## src/design/swk_mode_pkg.sv

```systemverilog
// package: register map, mode codes, flag positions and timing for the selective-wake block
package swk_mode_pkg;

	// ****************************************
	// register map (byte addresses)
	// ****************************************
	localparam logic [3:0] ADDR_CTRL = 4'h0;
	localparam logic [3:0] ADDR_STAT = 4'h4;
	localparam logic [3:0] ADDR_CLR = 4'h8;
	localparam logic [3:0] ADDR_EFF = 4'hc;

	// ctrl fields
	localparam int CTRL_MODE_LSB = 0;
	localparam int CTRL_MASK_BIT = 4;
	localparam int CTRL_CFG_BIT = 5;
	localparam int CTRL_DEV_LSB = 8;

	// status / clear bit positions
	localparam int ST_TIMEOUT = 0;
	localparam int ST_SILENCE = 1;
	localparam int ST_SYNC = 2;
	localparam int ST_ARMED = 3;
	localparam int ST_SYSTEM_ERROR_BIT = 4;
	localparam int ST_CNT_LSB = 8;

	// ****************************************
	// mode codes
	// ****************************************
	localparam logic [2:0] MODE_OFF = 3'h0;
	localparam logic [2:0] MODE_WAKE = 3'h1;
	localparam logic [2:0] MODE_RXONLY = 3'h2;
	localparam logic [2:0] MODE_NORMAL = 3'h3;
	localparam logic [2:0] MODE_OFF2 = 3'h4;
	localparam logic [2:0] MODE_SWK = 3'h5;
	localparam logic [2:0] MODE_RX_SWK = 3'h6;
	localparam logic [2:0] MODE_NRM_SWK = 3'h7;
	localparam int MODE_SWK_BIT = 2;

	// device operating modes
	localparam logic [1:0] DEV_NORMAL = 2'h0;
	localparam logic [1:0] DEV_STOP = 2'h1;
	localparam logic [1:0] DEV_SLEEP = 2'h2;

	// ****************************************
	// counts and timing
	// ****************************************
	localparam logic [5:0] ERR_CNT_FULL = 6'h1f;
	localparam logic [5:0] ERR_CNT_OVF = 6'h20;
	localparam int CLK_MHZ = 250;
	localparam int SILENCE_US = 1000;
	localparam int SILENCE_CYC = SILENCE_US * CLK_MHZ;
	localparam logic [31:0] RESET_ZERO = 32'h0;

	// selective-wake detector states, gray along the usual path
	typedef enum logic [1:0] {
		SW_IDLE = 2'b00,
		SW_FRAME = 2'b01,
		SW_PAT1 = 2'b11,
		SW_PAT2 = 2'b10
	} sw_state_e;

endpackage : swk_mode_pkg

```

## src/design/can_selective_wake_mode_ctrl.sv

```systemverilog
// selective-wake mode control, status flags and register slave
//
// Our own choices: the Avalon-MM interface to the registers and the placing of the registers.
`timescale 1ns/1ps
module can_selective_wake_mode_ctrl
	import swk_mode_pkg::*;
#(
	parameter int SILENCE_CYCLES = SILENCE_CYC
) (
	// clock and reset
	input wire logic clk,
	input wire logic rst,
	// avalon-mm slave
	input wire logic [3:0] address,
	input wire logic read,
	input wire logic write,
	input wire logic [31:0] writedata,
	output logic [31:0] readdata,
	output logic waitrequest,
	// frame decoder events, same clock
	input wire logic bus_activity,
	input wire logic frame_ok,
	input wire logic protocol_error,
	input wire logic frame_valid_dec,
	input wire logic wake_pattern,
	input wire logic wake_frame,
	input wire logic rx_bus,
	// transceiver outputs
	output logic rxd_out,
	output logic tx_enable,
	output logic timeout_irq,
	output logic wake_irq,
	output logic [2:0] eff_mode,
	output logic eff_swk
);

	// ****************************************
	// helpers
	// ****************************************
	function automatic logic mode_has_swk(input logic [2:0] m);
		return m == MODE_SWK || m == MODE_RX_SWK || m == MODE_NRM_SWK;
	endfunction : mode_has_swk

	function automatic logic mode_receives(input logic [2:0] m);
		return m[1];
	endfunction : mode_receives

	logic [2:0] mode_reg;
	logic bus_timeout_irq_mask;
	logic config_valid_bit;
	logic [1:0] dev_mode_reg;
	logic bus_timeout_flag;
	logic bus_silence_flag;
	logic sync_flag;
	logic wake_armed_flag;
	logic system_error_bit;
	logic [5:0] protocol_error_count;
	logic [31:0] silence_cnt;
	logic silence_expired;
	logic woken_reg;
	sw_state_e sw_state, sw_next;
	logic wr_ctrl, wr_clr, rd_stb, ack_reg;
	logic clr_timeout, clr_system_error_bit;
	logic mode_write, swk_enable_evt;
	logic wake_evt, ovf_evt;
	logic swk_active;

	// ****************************************
	// bus slave, one wait state per access
	// ****************************************
	always_ff @(posedge clk or posedge rst) begin
		if (rst) begin
			ack_reg <= 1'b0;
		end else begin
			ack_reg <= (read || write) && !ack_reg;
		end
	end

	always_ff @(posedge clk or posedge rst) begin
		if (rst) begin
			waitrequest <= 1'b1;
		end else begin
			waitrequest <= !((read || write) && !ack_reg && waitrequest);
		end
	end

	assign wr_ctrl = write && !waitrequest && address == ADDR_CTRL;
	assign wr_clr = write && !waitrequest && address == ADDR_CLR;
	assign rd_stb = read && waitrequest;
	assign clr_timeout = wr_clr && writedata[ST_TIMEOUT];
	assign clr_system_error_bit = wr_clr && writedata[ST_SYSTEM_ERROR_BIT];
	assign mode_write = wr_ctrl && dev_mode_reg == DEV_NORMAL;

	always_ff @(posedge clk or posedge rst) begin
		if (rst) begin
			readdata <= RESET_ZERO;
		end else if (rd_stb) begin
			readdata <= RESET_ZERO;
			case (address)
				ADDR_CTRL: begin
					readdata[CTRL_MODE_LSB +: 3] <= mode_reg;
					readdata[CTRL_MASK_BIT] <= bus_timeout_irq_mask;
					readdata[CTRL_CFG_BIT] <= config_valid_bit;
					readdata[CTRL_DEV_LSB +: 2] <= dev_mode_reg;
				end
				ADDR_STAT: begin
					readdata[ST_TIMEOUT] <= bus_timeout_flag;
					readdata[ST_SILENCE] <= bus_silence_flag;
					readdata[ST_SYNC] <= sync_flag;
					readdata[ST_ARMED] <= wake_armed_flag;
					readdata[ST_SYSTEM_ERROR_BIT] <= system_error_bit;
					readdata[ST_CNT_LSB +: 6] <= protocol_error_count;
				end
				ADDR_EFF: begin
					readdata[CTRL_MODE_LSB +: 3] <= eff_mode;
					readdata[MODE_SWK_BIT + 1] <= eff_swk;
				end
				default: begin
					readdata <= RESET_ZERO;
				end
			endcase
		end
	end

	// ****************************************
	// control register
	// ****************************************
	always_ff @(posedge clk or posedge rst) begin
		if (rst) begin
			mode_reg <= MODE_OFF;
			bus_timeout_irq_mask <= 1'b0;
			config_valid_bit <= 1'b0;
			dev_mode_reg <= DEV_NORMAL;
		end else if (wr_ctrl) begin
			if (mode_write) begin
				mode_reg <= writedata[CTRL_MODE_LSB +: 3];
			end
			bus_timeout_irq_mask <= writedata[CTRL_MASK_BIT];
			config_valid_bit <= writedata[CTRL_CFG_BIT];
			dev_mode_reg <= writedata[CTRL_DEV_LSB +: 2];
		end
	end

	// ****************************************
	// effective mode; error drops eff_swk and the frame wake, pattern wake stays, code kept
	// ****************************************
	assign swk_active = mode_has_swk(mode_reg) && !system_error_bit;
	assign swk_enable_evt = mode_write && mode_has_swk(writedata[CTRL_MODE_LSB +: 3])
		&& !mode_has_swk(mode_reg);

	always_ff @(posedge clk or posedge rst) begin
		if (rst) begin
			eff_mode <= MODE_OFF;
			eff_swk <= 1'b0;
		end else begin
			eff_mode <= mode_reg;
			eff_swk <= swk_active;
		end
	end

	// ****************************************
	// silence timer, shared by both flags
	// ****************************************
	always_ff @(posedge clk or posedge rst) begin
		if (rst) begin
			silence_cnt <= RESET_ZERO;
		end else if (bus_activity) begin
			silence_cnt <= RESET_ZERO;
		end else if (silence_cnt != 32'(SILENCE_CYCLES)) begin
			silence_cnt <= silence_cnt + 32'h1;
		end
	end
	// one-cycle event at the moment of expiry
	assign silence_expired = !bus_activity && silence_cnt == 32'(SILENCE_CYCLES - 1);

	// ****************************************
	// detector state
	// ****************************************
	assign ovf_evt = protocol_error && protocol_error_count == ERR_CNT_FULL && swk_active;
	assign wake_evt = ovf_evt || (sw_state == SW_PAT2 && wake_pattern)
		|| (sw_state == SW_FRAME && wake_frame && swk_active);

	always_comb begin
		sw_next = sw_state;
		case (sw_state)
			SW_IDLE: begin
				if (swk_active && !woken_reg) begin
					sw_next = SW_FRAME;
				end else if (mode_has_swk(mode_reg) && system_error_bit && !woken_reg) begin
					sw_next = SW_PAT2;
				end
			end
			SW_FRAME: begin
				if (wake_evt || !swk_active) begin
					sw_next = SW_IDLE;
				end else if (silence_expired) begin
					sw_next = SW_PAT1;
				end
			end
			SW_PAT1: begin
				if (!swk_active) begin
					sw_next = SW_IDLE;
				end else if (wake_pattern) begin
					sw_next = SW_FRAME;
				end
			end
			SW_PAT2: begin
				if (wake_evt || !mode_has_swk(mode_reg)) begin
					sw_next = SW_IDLE;
				end
			end
			default: begin
				sw_next = SW_IDLE;
			end
		endcase
	end

	always_ff @(posedge clk or posedge rst) begin
		if (rst) begin
			sw_state <= SW_IDLE;
		end else begin
			sw_state <= sw_next;
		end
	end

	// woken state freezes detection until the host rearms by any mode write, same code or new
	always_ff @(posedge clk or posedge rst) begin
		if (rst) begin
			woken_reg <= 1'b0;
		end else if (mode_write) begin
			woken_reg <= 1'b0;
		end else if (wake_evt) begin
			woken_reg <= 1'b1;
		end
	end

	// ****************************************
	// timeout flag and interrupt
	// ****************************************
	always_ff @(posedge clk or posedge rst) begin
		if (rst) begin
			bus_timeout_flag <= 1'b0;
		end else if (silence_expired && (sw_state == SW_FRAME || sw_state == SW_PAT2)) begin
			bus_timeout_flag <= 1'b1;
		end else if (clr_timeout) begin
			bus_timeout_flag <= 1'b0;
		end
	end

	// pulse per event, independent of the flag; no wake path exists from here
	always_ff @(posedge clk or posedge rst) begin
		if (rst) begin
			timeout_irq <= 1'b0;
		end else begin
			timeout_irq <= silence_expired && bus_timeout_irq_mask
				&& (sw_state == SW_FRAME || sw_state == SW_PAT2)
				&& dev_mode_reg != DEV_SLEEP;
		end
	end

	// ****************************************
	// silence and sync flags
	// ****************************************
	always_ff @(posedge clk or posedge rst) begin
		if (rst) begin
			bus_silence_flag <= 1'b0;
		end else if (silence_expired && (sw_state == SW_FRAME || sw_state == SW_PAT2)) begin
			bus_silence_flag <= 1'b1;
		end else if (wake_pattern) begin
			bus_silence_flag <= 1'b0;
		end
	end

	always_ff @(posedge clk or posedge rst) begin
		if (rst) begin
			sync_flag <= 1'b0;
		end else if (protocol_error) begin
			sync_flag <= 1'b0;
		end else if (frame_ok && (mode_receives(mode_reg) || sw_state == SW_FRAME)) begin
			sync_flag <= 1'b1;
		end
	end

	// ****************************************
	// system error, armed flag, error counter
	// ****************************************
	always_ff @(posedge clk or posedge rst) begin
		if (rst) begin
			system_error_bit <= 1'b0;
		end else if (ovf_evt) begin
			system_error_bit <= 1'b1;
		end else if (swk_enable_evt) begin
			system_error_bit <= !config_valid_bit;
		end else if (clr_system_error_bit && config_valid_bit) begin
			system_error_bit <= 1'b0;
		end
	end

	always_ff @(posedge clk or posedge rst) begin
		if (rst) begin
			wake_armed_flag <= 1'b0;
		end else if (wake_evt || !mode_reg[MODE_SWK_BIT]) begin
			wake_armed_flag <= 1'b0;
		end else if (!woken_reg
			&& (sw_state == SW_FRAME || sw_state == SW_PAT1 || sw_state == SW_PAT2)) begin
			wake_armed_flag <= 1'b1;
		end
	end

	always_ff @(posedge clk or posedge rst) begin
		if (rst) begin
			protocol_error_count <= 6'h0;
		end else if (!mode_receives(mode_reg) && !mode_has_swk(mode_reg)) begin
			protocol_error_count <= 6'h0;
		end else if (woken_reg) begin
			protocol_error_count <= protocol_error_count;
		end else if (ovf_evt) begin
			protocol_error_count <= ERR_CNT_OVF;
		end else if (protocol_error && protocol_error_count < ERR_CNT_FULL) begin
			protocol_error_count <= protocol_error_count + 6'h1;
		end else if (frame_valid_dec && protocol_error_count != 6'h0) begin
			protocol_error_count <= protocol_error_count - 6'h1;
		end
	end

	// ****************************************
	// transceiver paths
	// ****************************************
	always_ff @(posedge clk or posedge rst) begin
		if (rst) begin
			rxd_out <= 1'b1;
			tx_enable <= 1'b0;
			wake_irq <= 1'b0;
		end else begin
			// rx follows the bus in receiving modes, else held high; never forced low by a frame wake
			rxd_out <= mode_receives(mode_reg) ? rx_bus : 1'b1;
			tx_enable <= mode_reg[0] && mode_reg[1];
			wake_irq <= wake_evt;
		end
	end
endmodule : can_selective_wake_mode_ctrl

```

## config.mk

```make
export PLATFORM = sky130hd
export DESIGN_NAME = can_selective_wake_mode_ctrl
export DESIGN_NICKNAME = d
export VERILOG_FILES = /design/src/design/swk_mode_pkg.sv /design/src/design/can_selective_wake_mode_ctrl.sv
export SDC_FILE = /design/constraint.sdc
export NUM_CORES = 1
export LEC_CHECK = 0
export BUFFER_PORTS_ARGS = -buffer_cell sky130_fd_sc_hd__buf_2
export CORE_UTILIZATION = 35
export CTS_CLUSTER_DIAMETER = 80
export CTS_CLUSTER_SIZE = 8
export DETAILED_ROUTE_END_ITERATION = 12
export PLACE_DENSITY = 0.58
export SLEW_MARGIN = 30
export SYNTH_ARGS = -nofsm -noshare
export SYNTH_HDL_FRONTEND = slang
export SYNTH_SLANG_ARGS = --single-unit
```

## constraint.sdc

```tcl
create_clock -name clk -period 3.2 [get_ports clk]
set_clock_uncertainty 0.15 [all_clocks]
set_input_delay 0.64 -clock clk [delete_from_list [all_inputs] [get_ports clk]]
set_output_delay 0.64 -clock clk [all_outputs]
set_load 0.005 [all_outputs]
```

==> key figures <==
Outcome
  – Status: completed

Synthesis
  – Flip-flop cell with the highest count after synthesis: dfrtp_1
  – Synth unique cells: 58
  – Largest area contributor in the synthesized netlist: dfrtp_1
  – Sequential-to-total area share from yosys stat: 46.10%
  – Number of enable-type register cells in the synthesized netlist: 0
  – Post-Synthesis Cell Area: just over 0.004 sq mm
  – Top cell type's share of synthesized area: 44.81%
  – Average instance area after synthesis: between 9 and 10 sq um
  – Synthesized flop and latch total: between 70 and 80
  – Synth warnings: 0
  – Share of flip-flops with an asynchronous set or reset: 100.0%
  – Gate count of the mapped netlist: around 420
  – Dominant cells by area after synthesis: dfrtp_1 45%, xnor2_1 4.7%, nor2_1 3.9%, buf_4 3.7%, ha_1 3.4%

Routing
  – 1st-iter DRT viols: approximately 110
  – Final routed DRC violation total: 0
  – Per-cell via count in the routed design: 5.021
  – WL/cell: 13.81 microns
  – Number of vias in the routed layout: roughly 3000
  – Routed Wire Length: around 8400 microns
  – Number of nets with antenna violations after detailed routing: 0
  – Number of optimization iterations in the first detailed-route pass: 4

GRT
  – GR Util All Layers: between 15 and 20%
  – Vias in the first global route: between 2000 and 3000
  – Maximum number of pins on one net before global-route repair: 40
  – Global-route wire length before repair: roughly 14000 microns
  – Initial antenna violation count: 0
  – Gr ovfl total: 0

Floorplan
  – Die boundary width: 109.9 microns
  – Placeable core region: between 0.01 and 0.015 sq mm
  – Die Height: 109.9 microns
  – Boundary pin count: 88
  – Number of placement rows: 39
  – Initial Utilization: a little over a third
  – Area enclosed by the die boundary: around 0.012 sq mm

Finish
  – Layout fillers: approximately 1100
  – Post-route non-filler standard cell count: 606
  – Sequential cell area: between 0.0015 and 0.002 sq mm
  – Largest registers ranked by flip-flop count: silence_cnt (32), readdata (12), protocol_error_count (6)
  – Fraction of final layout cells with drive strength greater than 1: 17.49%
  – Flip-flop count of the largest register after layout: 32
  – Area overhead of the layout relative to synthesis: 14.21%
  – Largest register by flop count: silence_cnt
  – Final net count: a little over 500
  – Multi-input gate area: around 0.0020 sq mm
  – Number of diodes added for antenna fixing: 0
  – Area of all placed cells without fillers: between 0.004 and 0.005 sq mm
  – End-of-flow core utilization: between 40% and 50%

Clock network
  – Cts hold-fix bufs: 0
  – Clock Pin Slew Worst Setup and Hold Paths: 0.06 ns
  – H-tree depth: 3
  – CTS Sinks: 75
  – Clock latency at the later pin of the worst-skew pair: between 0.3 and 0.4 ns
  – PostCTS Resize Cnt: 0
  – Buffer count from post-CTS setup fixing: 0
  – Clock Root Buffer: clkbuf_16
  – Bufs on Longest Clock Path: 2
  – TritonCTS buffer count: 9
  – CTS tree: built

Placed design
  – DP Area: roughly 0.0044 sq mm
  – # port buffers: 42
  – Pre-CTS setup slack: 0.5655 ns
  – HPWL after detailed placement: between 5000 and 6000 microns
  – Number of placed cells counting well taps: 591
  – Placer Congestion: between 0.7 and 0.8

Timing
  – Number of hold-slack violations in the final timing report: 0
  – Max Transition Viols Final: 0
  – Maximum clock frequency: 378.3 MHz
  – Relative slew margins: between 40 and 50%
  – Setup violators final: 0
  – RSZ-0062 raised after global routing: no
  – Post-layout min period: around 2.6 ns
  – Worst slew pin tran: ~0.8 ns
  – Worst setup margin: around 0.56 ns
  – Tcrit/Tclk final: between 80% and 90%
  – WHS: 0.2570 ns
  – Setup tns final: 0 ns

Power
  – Worst ir drop on vdd: 0.0003211 V
  – Total power of the final layout: between 2 and 2.5 mW
  – Leakage power summed over all cells: about 2.1 nW
  – Total power divided by cell area: a little over 500 mW/mm^2

Setup path
  – Setup CP Type: reg -> reg
  – Depth of the most critical reg-to-reg path: 9
  – Worst reg-to-reg setup slack: approximately 0.56 ns
  – Worst Path Arrival: between 2 and 3 ns
  – Endpoint of the worst-slack reg-to-reg timing path: protocol_error_count[5]
  – Launching point of the worst reg2reg path: protocol_error_count[3]
  – Type of element capturing the critical path: flop
  – Maximum fanout along the worst path: 5
  – Required time reported for the critical path endpoint: between 3 and 4 ns
  – Startpoint kind of the worst setup timing path: flop

Min path
  – Hold Crit Class: in -> async

Job
  – Total of max-cap violations: 0
[how the worst max path moves through the flow]
stage	from	end	slack [ns]	cells after the start
after floorplan	rst	ack_reg	0.50	1
after global placement	protocol_error_count[3]	protocol_error_count[5]	0.61	9
after detailed placement	protocol_error_count[3]	protocol_error_count[5]	0.57	9
after CTS	protocol_error_count[3]	protocol_error_count[5]	0.55	9
after global routing	protocol_error_count[3]	protocol_error_count[5]	0.31	9
final	protocol_error_count[3]	protocol_error_count[5]	0.56	9
[synthesized netlist by cell type (2+ instances only)]
cell type	count
and2_1	3
o21ai_0	17
xor2_1	8
and3_1	5
or3_1	5
ha_1	11
dfstp_2	2
o21a_1	3
clkbuf_1	13
a22o_1	7
a211oi_1	2
nor4b_1	2
xnor2_1	22
nor3_2	2
o211ai_1	3
nor3b_1	2
nor2_1	42
nand3_1	26
nand2_1	27
inv_1	20
dfrtp_1	73
nor4bb_1	2
and4_1	5
a21oi_1	11
mux2i_1	8
buf_2	2
o31ai_1	5
a21o_1	2
nor2b_1	2
buf_4	20
nand4_1	8
nor3_1	9
mux2_2	8
nand2b_1	3
nor4_1	13
[worst max-delay path, stage by stage, from the launching register on]
cell,delay (ns)
dfrtp_1,0.45
and4_1,0.26
nand2_1,0.12
nand3_1,0.20
ha_1,0.35
a211oi_1,0.26
o21bai_1,0.12
a21oi_1,0.22
a211oi_1,0.09
a2111oi_2,0.33
[layout by cell type, fill, tap and decap left out, types with 4 or more instances in the layout]
cell | Yosys | routed
buf_4 | 20 | 7
mux2_2 | 8 | 8
o21ai_0 | 17 | 17
dfrtp_1 | 73 | 73
inv_1 | 20 | 19
clkbuf_16 | 0 | 9
nand3_1 | 26 | 26
conb_1 | 1 | 20
nor4_1 | 13 | 13
and3_1 | 5 | 5
nand4_1 | 8 | 8
and4_1 | 5 | 5
nor3_1 | 9 | 9
or3_1 | 5 | 5
ha_1 | 11 | 11
o31ai_1 | 5 | 5
clkbuf_1 | 13 | 4
a21oi_1 | 11 | 11
xnor2_1 | 22 | 22
nand2_1 | 27 | 27
buf_2 | 2 | 42
xor2_1 | 8 | 8
nor2_1 | 42 | 42
a22o_1 | 7 | 7
mux2i_1 | 8 | 8
[where the power goes]
| group | switching, mW | internal (mW) | leakage [nW] |
|---|---|---|---|
| registers | 0.0642 | 1.01 | 1.02 |
| clock network | 0.368 | 0.602 | 0.134 |
| logic | 0.190 | 0.149 | 0.928 |
| total | 0.622 | 1.76 | 2.08 |
[final cells by class]
type	count	area share, %
timing repair buffer	49	5.644
multi-input combinational	304	42.54
clock buffer	13	5.160
inverter	20	1.612
clock inverter	2	0.8331
tap	143	3.843
sequential	75	40.37
[layer usage]
| layer | GRT usage (%) | vias up | part of all wire [%] | wire, microns |
|---|---|---|---|---|
| met2 | 25.18 | 65 | 47 | 3914 |
| met4 | 5.619 | 0 | 1.3 | 109 |
| li1 | - | 1523 | - | - |
| met1 | 18.82 | 1447 | 48 | 3982 |
| met5 | 0 | - | 0 | 0 |
| met3 | 4.446 | 8 | 4.3 | 360 |
[cells by family (layout without fill, tap and decap cells)]
| group | count (synthesis) | after routing | synth area share, % |
|---|---|---|---|
| AOI/OAI and AO/OA | 63 | 63 | 11.11 |
| muxes | 16 | 16 | 4.175 |
| DFF | 75 | 75 | 46.10 |
| adders and majority gates | 12 | 12 | 3.867 |
| other | 1 | 20 | 0.09199 |
| xor gates and xnor gates | 30 | 30 | 6.446 |
| buffers and inverters | 56 | 84 | 7.059 |
| and+or+nand+nor | 163 | 163 | 21.15 |
(Power assumes the default switching activity.)
